$ cat config.mk
export PLATFORM = sky130hd
export DESIGN_NAME = tlb_inv
export DESIGN_NICKNAME = d
export VERILOG_FILES = /design/src/tlb_inv_pkg.sv /design/src/tlb_inv_timer.sv /design/src/tlb_inv_regs.sv /design/src/tlb_inv.sv
export SDC_FILE = /design/constraint.sdc
export NUM_CORES = 1
export LEC_CHECK = 0
export BUFFER_PORTS_ARGS = -buffer_cell sky130_fd_sc_hd__buf_2
export CORE_ASPECT_RATIO = 0.7
export CORE_UTILIZATION = 46
export DETAILED_ROUTE_END_ITERATION = 8
export GPL_ROUTABILITY_DRIVEN = 1
export PLACE_DENSITY = 0.77
export SLEW_MARGIN = 20
export SYNTH_ARGS = -nofsm -noshare
export SYNTH_HDL_FRONTEND = slang
export SYNTH_SLANG_ARGS = --single-unit
$ cat constraint.sdc
create_clock -name pclk -period 5.7 [get_ports pclk]
set_input_delay 1.14 -clock pclk [delete_from_list [all_inputs] [get_ports pclk]]
set_output_delay 1.14 -clock pclk [all_outputs]
set_load 0.03 [all_outputs]
$ cat src/tlb_inv_pkg.sv
// Package of register map, field layout and types for the translation-cache invalidation block
`default_nettype none
package tlb_inv_pkg;
   // Byte addresses of 32-bit APB words
   localparam logic [11:0] ADDR_REG_OFFSET = 12'h100;
   localparam logic [11:0] CMD_REG_OFFSET = ADDR_REG_OFFSET + 12'h008;
   localparam logic [11:0] ADDR_LO = ADDR_REG_OFFSET;
   localparam logic [11:0] ADDR_HI = ADDR_REG_OFFSET + 12'h004;
   localparam logic [11:0] CMD_LO = CMD_REG_OFFSET;
   localparam logic [11:0] CMD_HI = CMD_REG_OFFSET + 12'h004;
   localparam logic [11:0] EXT_CAP_LO = 12'h010;
   localparam logic [11:0] CAP_LO = 12'h008;
   localparam logic [11:0] IRQ_STATUS = 12'h200;
   localparam logic [11:0] IRQ_MASK = 12'h204;
   localparam logic [11:0] CTRL = 12'h208;
   // Field positions in the command words and the capability and extended capability words
   localparam int GO_BIT = 31;
   localparam int REQ_GRAN_LSB = 28;
   localparam int ACT_GRAN_LSB = 25;
   localparam int DID_LSB = 0;
   localparam int DID_WIDTH = 16;
   localparam int OFFSET_LSB = 8;
   localparam int WRITE_BUFFER_FLUSH_REQUIRED_BIT = 4;
   // Reset values
   localparam logic [31:0] CMD_HI_RESET = 32'h0000_0000;
   localparam logic [1:0] IRQ_MASK_RESET = 2'h0;
   // Timing in cycles
   localparam int FLUSH_CYCLES = 4;
   localparam int INV_CYCLES = 8;
   typedef enum logic [1:0] {
      gran_rsvd = 2'b00,
      gran_global = 2'b01,
      gran_domain = 2'b10,
      gran_page = 2'b11
   } gran_t;
   typedef enum logic [1:0] {
      st_idle = 2'b00,
      st_flush = 2'b01,
      st_inv = 2'b10
   } inv_state_t;
   typedef struct packed {
      logic go;
      gran_t gran;
      logic [15:0] domain;
      logic [63:0] target;
   } inv_req_t;
endpackage : tlb_inv_pkg
`default_nettype wire

$ cat src/tlb_inv_timer.sv
// Down counter that times one flush or invalidation phase
`default_nettype none
module tlb_inv_timer
   import tlb_inv_pkg::*;
#(
   parameter int WIDTH = 4
) (
   // Clock and reset
   input wire logic pclk,
   input wire logic presetn,
   // Control
   input wire logic load,
   input wire logic [WIDTH-1:0] count,
   output logic done
);
   logic [WIDTH-1:0] remain;
   logic running;
   always_ff @(posedge pclk or negedge presetn) begin
      if (!presetn) begin
         remain <= '0;
         running <= 1'b0;
      end else if (load) begin
         remain <= count;
         running <= 1'b1;
      end else if (running) begin
         remain <= remain - 1'b1;
         running <= (remain != 1);
      end
   end
   assign done = running && (remain == 1);
endmodule : tlb_inv_timer
`default_nettype wire

$ cat src/tlb_inv_regs.sv
// APB slave address decode and write strobes for the invalidation block
`default_nettype none
module tlb_inv_regs
   import tlb_inv_pkg::*;
(
   // APB
   input wire logic pclk,
   input wire logic presetn,
   input wire logic psel,
   input wire logic penable,
   input wire logic pwrite,
   input wire logic [11:0] paddr,
   input wire logic [31:0] pwdata,
   // Decoded strobes
   output logic wr_addr_lo,
   output logic wr_addr_hi,
   output logic wr_cmd_lo,
   output logic wr_cmd_hi,
   output logic wr_status,
   output logic wr_mask,
   output logic wr_ctrl,
   output logic hit
);
   wire access = psel && penable;
   wire wr = access && pwrite;
   assign hit = (paddr == ADDR_LO) || (paddr == ADDR_HI) || (paddr == CMD_LO) || (paddr == CMD_HI) ||
                (paddr == CAP_LO) || (paddr == EXT_CAP_LO) || (paddr == IRQ_STATUS) ||
                (paddr == IRQ_MASK) || (paddr == CTRL);
   assign wr_addr_lo = wr && (paddr == ADDR_LO);
   assign wr_addr_hi = wr && (paddr == ADDR_HI);
   assign wr_cmd_lo = wr && (paddr == CMD_LO);
   assign wr_cmd_hi = wr && (paddr == CMD_HI);
   assign wr_status = wr && (paddr == IRQ_STATUS);
   assign wr_mask = wr && (paddr == IRQ_MASK);
   assign wr_ctrl = wr && (paddr == CTRL);
endmodule : tlb_inv_regs
`default_nettype wire

$ cat src/tlb_inv.sv
// Translation-cache invalidation command block with APB registers
//
// Implementation choices: the address map and the APB interface to the registers.
`default_nettype none
module tlb_inv
   import tlb_inv_pkg::*;
(
   // Clock and reset
   input wire logic pclk,
   input wire logic presetn,
   // APB slave
   input wire logic psel,
   input wire logic penable,
   input wire logic pwrite,
   input wire logic [11:0] paddr,
   input wire logic [31:0] pwdata,
   output logic [31:0] prdata,
   output logic pready,
   output logic pslverr,
   // Cache side
   output logic flush_req,
   output logic inv_req,
   output inv_req_t inv_info,
   // Interrupt
   output logic irq
);
   logic wr_addr_lo, wr_addr_hi, wr_cmd_lo, wr_cmd_hi, wr_status, wr_mask, wr_ctrl, hit;
   logic [63:0] target;
   logic [31:0] cmd_lo;
   logic go;
   gran_t req_gran, act_gran;
   logic write_buffer_flush_required;
   logic [1:0] status, mask;
   inv_state_t state, next_state;
   logic timer_load, timer_done;
   logic [3:0] timer_count;
   tlb_inv_regs u_regs (
      .pclk(pclk), .presetn(presetn), .psel(psel), .penable(penable), .pwrite(pwrite),
      .paddr(paddr), .pwdata(pwdata), .wr_addr_lo(wr_addr_lo), .wr_addr_hi(wr_addr_hi),
      .wr_cmd_lo(wr_cmd_lo), .wr_cmd_hi(wr_cmd_hi), .wr_status(wr_status), .wr_mask(wr_mask),
      .wr_ctrl(wr_ctrl), .hit(hit)
   );
   tlb_inv_timer #(.WIDTH(4)) u_timer (
      .pclk(pclk), .presetn(presetn), .load(timer_load), .count(timer_count), .done(timer_done)
   );
   assign pready = 1'b1;
   assign pslverr = psel && penable && !hit;
   // Start only on an upper-word write with go set while idle
   wire start = wr_cmd_hi && pwdata[GO_BIT] && !go;
   wire flush_done = (state == st_flush) && timer_done;
   wire inv_done = (state == st_inv) && timer_done;
   // Page requests are served exactly; reserved requests widen to global
   gran_t served;
   assign served = (req_gran == gran_rsvd) ? gran_global : req_gran;
   always_comb begin
      next_state = state;
      timer_load = 1'b0;
      timer_count = 4'(INV_CYCLES);
      case (state)
         st_idle: begin
            if (start) begin
               timer_load = 1'b1;
               if (write_buffer_flush_required) begin
                  next_state = st_flush;
                  timer_count = 4'(FLUSH_CYCLES);
               end else begin
                  next_state = st_inv;
               end
            end
         end
         st_flush: begin
            if (flush_done) begin
               next_state = st_inv;
               timer_load = 1'b1;
            end
         end
         st_inv: begin
            if (inv_done) begin
               next_state = st_idle;
            end
         end
         default: next_state = st_idle;
      endcase
   end
   always_ff @(posedge pclk or negedge presetn) begin
      if (!presetn) begin
         state <= st_idle;
      end else begin
         state <= next_state;
      end
   end
   // Address and low command registers frozen while busy by gating their writes with go
   always_ff @(posedge pclk or negedge presetn) begin
      if (!presetn) begin
         target <= '0;
         cmd_lo <= '0;
      end else begin
         if (wr_addr_lo && !go) target[31:0] <= pwdata;
         if (wr_addr_hi && !go) target[63:32] <= pwdata;
         if (wr_cmd_lo && !go) cmd_lo <= pwdata;
      end
   end
   always_ff @(posedge pclk or negedge presetn) begin
      if (!presetn) begin
         go <= CMD_HI_RESET[GO_BIT];
         req_gran <= gran_rsvd;
         act_gran <= gran_rsvd;
      end else begin
         if (wr_cmd_hi && !go) begin
            req_gran <= gran_t'(pwdata[REQ_GRAN_LSB +: 2]);
         end
         if (start) begin
            go <= 1'b1;
         end else if (inv_done) begin
            go <= 1'b0;
            act_gran <= served;
         end
      end
   end
   always_ff @(posedge pclk or negedge presetn) begin
      if (!presetn) begin
         write_buffer_flush_required <= 1'b0;
         mask <= IRQ_MASK_RESET;
         status <= '0;
      end else begin
         if (wr_ctrl) write_buffer_flush_required <= pwdata[0];
         if (wr_mask) mask <= pwdata[1:0];
         // Set wins over write-one-to-clear
         status[0] <= inv_done | (status[0] & ~(wr_status & pwdata[0]));
         // Flag the granularity being written now, not the stored one
         status[1] <= (start & (pwdata[REQ_GRAN_LSB +: 2] == 2'b00)) | (status[1] & ~(wr_status & pwdata[1]));
      end
   end
   assign irq = |(status & mask);
   assign flush_req = (state == st_flush);
   assign inv_req = (state == st_inv);
   assign inv_info = '{go: go, gran: served, domain: cmd_lo[DID_WIDTH-1:0], target: target};
   // Read mux
   wire [31:0] cmd_hi_rd = {go, 1'b0, req_gran, 1'b0, act_gran, 25'h0000000};
   // Offset field holds the address register base in 16-byte units
   wire [7:0] offset_field = ADDR_REG_OFFSET[11:4];
   wire [31:0] ext_cap_rd = {16'h0000, offset_field, 8'h00};
   wire [31:0] cap_rd = {27'h0000000, write_buffer_flush_required, 4'h0};
   assign prdata = (paddr == ADDR_LO) ? target[31:0] :
                   (paddr == ADDR_HI) ? target[63:32] :
                   (paddr == CMD_LO) ? cmd_lo :
                   (paddr == CMD_HI) ? cmd_hi_rd :
                   (paddr == CAP_LO) ? cap_rd :
                   (paddr == EXT_CAP_LO) ? ext_cap_rd :
                   (paddr == IRQ_STATUS) ? {30'h00000000, status} :
                   (paddr == IRQ_MASK) ? {30'h00000000, mask} :
                   (paddr == CTRL) ? {31'h00000000, write_buffer_flush_required} : 32'h00000000;
   // Checks
   chk_go_clears: assert property (@(posedge pclk) disable iff (!presetn)
      inv_done |=> !go) else $error("go not cleared at completion");
   chk_start_sets: assert property (@(posedge pclk) disable iff (!presetn)
      start |=> go) else $error("go not set by start");
   chk_flush_first: assert property (@(posedge pclk) disable iff (!presetn)
      (start && write_buffer_flush_required) |=> flush_req [*4] ##1 inv_req) else $error("flush not before invalidate");
   chk_no_flush: assert property (@(posedge pclk) disable iff (!presetn)
      (start && !write_buffer_flush_required) |=> inv_req [*8] ##1 !go) else $error("invalidate length wrong");
   chk_act_gran: assert property (@(posedge pclk) disable iff (!presetn)
      inv_done |=> act_gran == $past(served)) else $error("actual granularity wrong");
   chk_coarse_ok: assert property (@(posedge pclk) disable iff (!presetn)
      inv_done |=> act_gran != gran_rsvd) else $error("reserved granularity reported");
   chk_no_start: assert property (@(posedge pclk) disable iff (!presetn)
      (wr_cmd_lo && !go) |=> !go) else $error("low write started request");
   chk_addr_hold: assert property (@(posedge pclk) disable iff (!presetn)
      go |=> $stable(target) || !$past(go)) else $error("address changed while busy");
   chk_req_gran: assert property (@(posedge pclk) disable iff (!presetn)
      start |=> req_gran == gran_t'($past(pwdata[29:28]))) else $error("granularity not taken");
   cov_global: cover property (@(posedge pclk) disable iff (!presetn) inv_done && served == gran_global);
   cov_page: cover property (@(posedge pclk) disable iff (!presetn) inv_done && served == gran_page);
   cov_flush: cover property (@(posedge pclk) disable iff (!presetn) flush_done);
endmodule : tlb_inv
`default_nettype wire

==> flow_summary_export.csv <==
group,metric,value,unit
timing,fmax,215,MHz
placed_design,dpl.cell_count,736,
logic_synthesis,synth_top_area_share,50.6,%
placed_design,io_buffer_count,167,
clock_network,numClockSinks,113,
clock_network,post_cts_resized,0,
drt,drt_iter0_drc,332,
power,total_power,1950,µW
timing,tns,0,ns
logic_synthesis,seq_area_frac_synth,50.6,%
timing,hold_viol,0,
timing,relSlewSlack,44.4,%
timing,timing.final.crit_period,4.65,ns
placed_design,dpl-instance-area,6390,µm²
floorplan,placementRows,33,
floorplan,die_w,134,µm
floorplan,start_util,47.5,%
logic_synthesis,synth_commonest_cells,"113 x dfrtp_1, 74 x mux2_2, 30 x mux2_4, 28 x inv_1, 27 x nand2_1",
grt,grt_first_pass_wirelength,23000,µm
logic_synthesis,netlist-cell-type-count,48,
worst_setup_path,path_cells,"buf_2, nor4b_4, nand3_1, nor3_4, buf_4, nand2_1, o31ai_1, buf_2",
worst_setup_path,path_max_fanout,23,
clock_network,root_buffer,"clkbuf_16",
logic_synthesis,synth_seq_cells,113,
logic_synthesis,syn-num-nets,499,
worst_setup_path,crit_family,"simple AND/OR/NAND/NOR gates",
logic_synthesis,synth.most_common_cell,"dfrtp_1",
drt,firstDrtPassIters,5,
drt,drt-total-wl,14700,µm
final_layout,layout-drive-gt1-share,51.0,%
status,status,"completed",
worst_setup_path,crit_type,"in -> out",
worst_setup_path,cp_common_cell,"buf_2",
worst_setup_path,cp_num_buf_inv,3,
worst_setup_path,crit_required,4.56,ns
clock_network,postCtsSetupRepairBufs,0,
worst_setup_path,cp-start-kind,"input pin",
power,pwr_density_cell,279,nW/µm²
logic_synthesis,synthesis.area,5580,µm²
worst_setup_path,critPathCaptureType,"output pin",
placed_design,dpl.hpwl,10300,µm
floorplan,dieHeight,94.2,µm
worst_setup_path,max_stage_delay,0.55,ns
logic_synthesis,ys_warn_count,0,
power,p_leak,0.00395,µW
clock_network,clk_latency,0.41,ns
clock_network,cts_tree,"built",
drt,wl_per_cell,19.1,µm
logic_synthesis,synthCells,448,
timing,skew,0.0114,ns
power,peakVddDrop,0.000236,V
logic_synthesis,synth.area.top_cells,"dfrtp_1 51%, mux2_2 15%, mux2_4 8.1%, a222oi_1 4.1%, buf_4 2.4%",
floorplan,pin_count,169,
timing,fin_ws,1.05,ns
flow_run,drv_cap,0,
final_layout,fillers,967,
placed_design,place.gp.congestion,0.914,
placed_design,dp_slack,1.12,ns
grt,grt-ovfl-total,0,
logic_synthesis,synth_edf_count,0,
worst_setup_path,cp.arrival,3.51,ns
clock_network,cts_made_buffers,17,
timing,setup_viol,0,
logic_synthesis,async_reset_ff_share,100,%
drt,via_per_inst,5.64,
grt,grt_max_degree,64,
final_layout,area_delta_synth_final,25.1,%
grt,grt_pass1_vias,4224,
drt,ant_nets,0,
clock_network,path_clk_slew,0.05,ns
final_layout,design_area,6990,µm²
worst_setup_path,cp_slowest_cell,"nor3_4",
logic_synthesis,yosys.area.top_type,"dfrtp_1",
final_layout,diodes,0,
timing,timing.final.crit_share,81.6,%
worst_setup_path,ff2ff_setup_slack,3.51,ns
timing,rsz0062_at_grt,"no",
min_path,hold_path.class,"reg -> reg",
floorplan,dieArea,12600,µm²
logic_synthesis,synth_area_per_cell,12.5,µm²
clock_network,ctsHoldBuffers,0,
floorplan,coreArea,11800,µm²
drt,num_vias,4325,
grt,grtUsageTotal,24.4,%
timing,tightest_slew,0.835,ns
grt,antenna_found_initial,0,
timing,maxSlewViolCount,0,
drt,drc_errors,0,
logic_synthesis,ys.flop_type,"dfrtp_1",
final_layout,fin_nets,649,
final_layout,final_cells,767,
clock_network,clockBufferDepth,2,
clock_network,h-tree-depth,4,
[cell usage in the layout, fill, tap and decap left out, types with 3 or more instances in the layout]
master / count
nor4b_1: 3
nor2_1: 14
mux2_4: 30
and3_1: 4
mux2_2: 74
nand2_1: 27
inv_1: 28
a22oi_1: 6
nor3_1: 5
clkbuf_8: 4
clkbuf_16: 17
a211oi_1: 3
o21ai_0: 8
o31ai_1: 8
clkbuf_1: 5
dfrtp_1: 113
nand3_1: 7
bufinv_16: 3
buf_2: 166
a21oi_1: 4
nor3b_1: 3
and2_1: 3
or3_1: 4
buf_4: 8
a222oi_1: 23
nor2b_1: 4
nand2b_1: 6
[worst paths after layout]
check | from | endpoint | cells past startpoint
hold reg to reg | cmd_lo[20] | cmd_lo[20] | 1
hold / removal | cmd_lo[20] | cmd_lo[20] | 1
setup reg to reg | go | cmd_lo[24] | 4
min in group asynchronous | presetn | status[0] | 1
max in group asynchronous | presetn | target[48] | 2
setup / recovery | paddr[9] | prdata[25] | 8
[state kept, by name, summed over array words and instances (netlist names), 2 cells and up]
| name | cells |
|---|---|
| cmd_lo | 32 |
| target | 64 |
| act_gran | 2 |
| status | 2 |
| mask | 2 |
| state | 2 |
| req_gran | 2 |
| u_timer.remain | 4 |
[cell type report]
class                      instances  area, µm²  share of cell area [%]
clock inverter                     5        100                    1.43
timing repair buffer             174        891                    12.7
clock buffer                      26        499                    7.14
inverter                          28        105                    1.50
sequential                       113       2830                    40.5
multi-input combinational        264       2370                    33.9
tap                              157        196                    2.81
[report_power, final]
group	total, µW	switching [µW]	internal, µW
Combinational	65.2	44.7	20.5
Clock	1080	350	730
Sequential	804	0.390	804
Total	1950	395	1550
[worst reg2reg max path, cell delays in order (launching register included)]
cell     delay (ns)
dfrtp_1        0.43
and4b_1        0.26
nand2_1        0.58
buf_4          0.42
mux2_2         0.39
[through the flow]
step	util, %	hold WS [ns]
4_1_cts	59.4	0.503
6_report	59.4	0.501
3_3_place_gp	54.3	0.487
2_1_floorplan	-	0.472
3_5_place_dp	54.3	0.491
5_1_grt	59.4	0.525
[cell families (layout without fill, tap and decap cells)]
logic type	count (synthesis)	in the layout	synth area share, %
adder cells (fa/ha/maj)	2	2	0.448
other	1	1	0.0672
multiplexers	106	106	23.4
XOR/XNOR	3	3	0.471
AND/OR/NAND/NOR	93	93	9.37
buffers and inverters	71	233	7.15
flip-flops	113	113	50.6
AO/OA/AOI/OAI	59	59	8.49
[routing by layer]
metal  share of wire, %  routed length (µm)  track usage (%)  vias up
met5                  0                   0                0        -
met4               0.69                 102             6.53        0
met3                7.4                1090             7.39       11
met2                 46                6740             38.4      184
met1                 46                6740             32.8     2199
li1                   -                   -                -     1931
No activity file was read; power rests on OpenSTA's default activity.
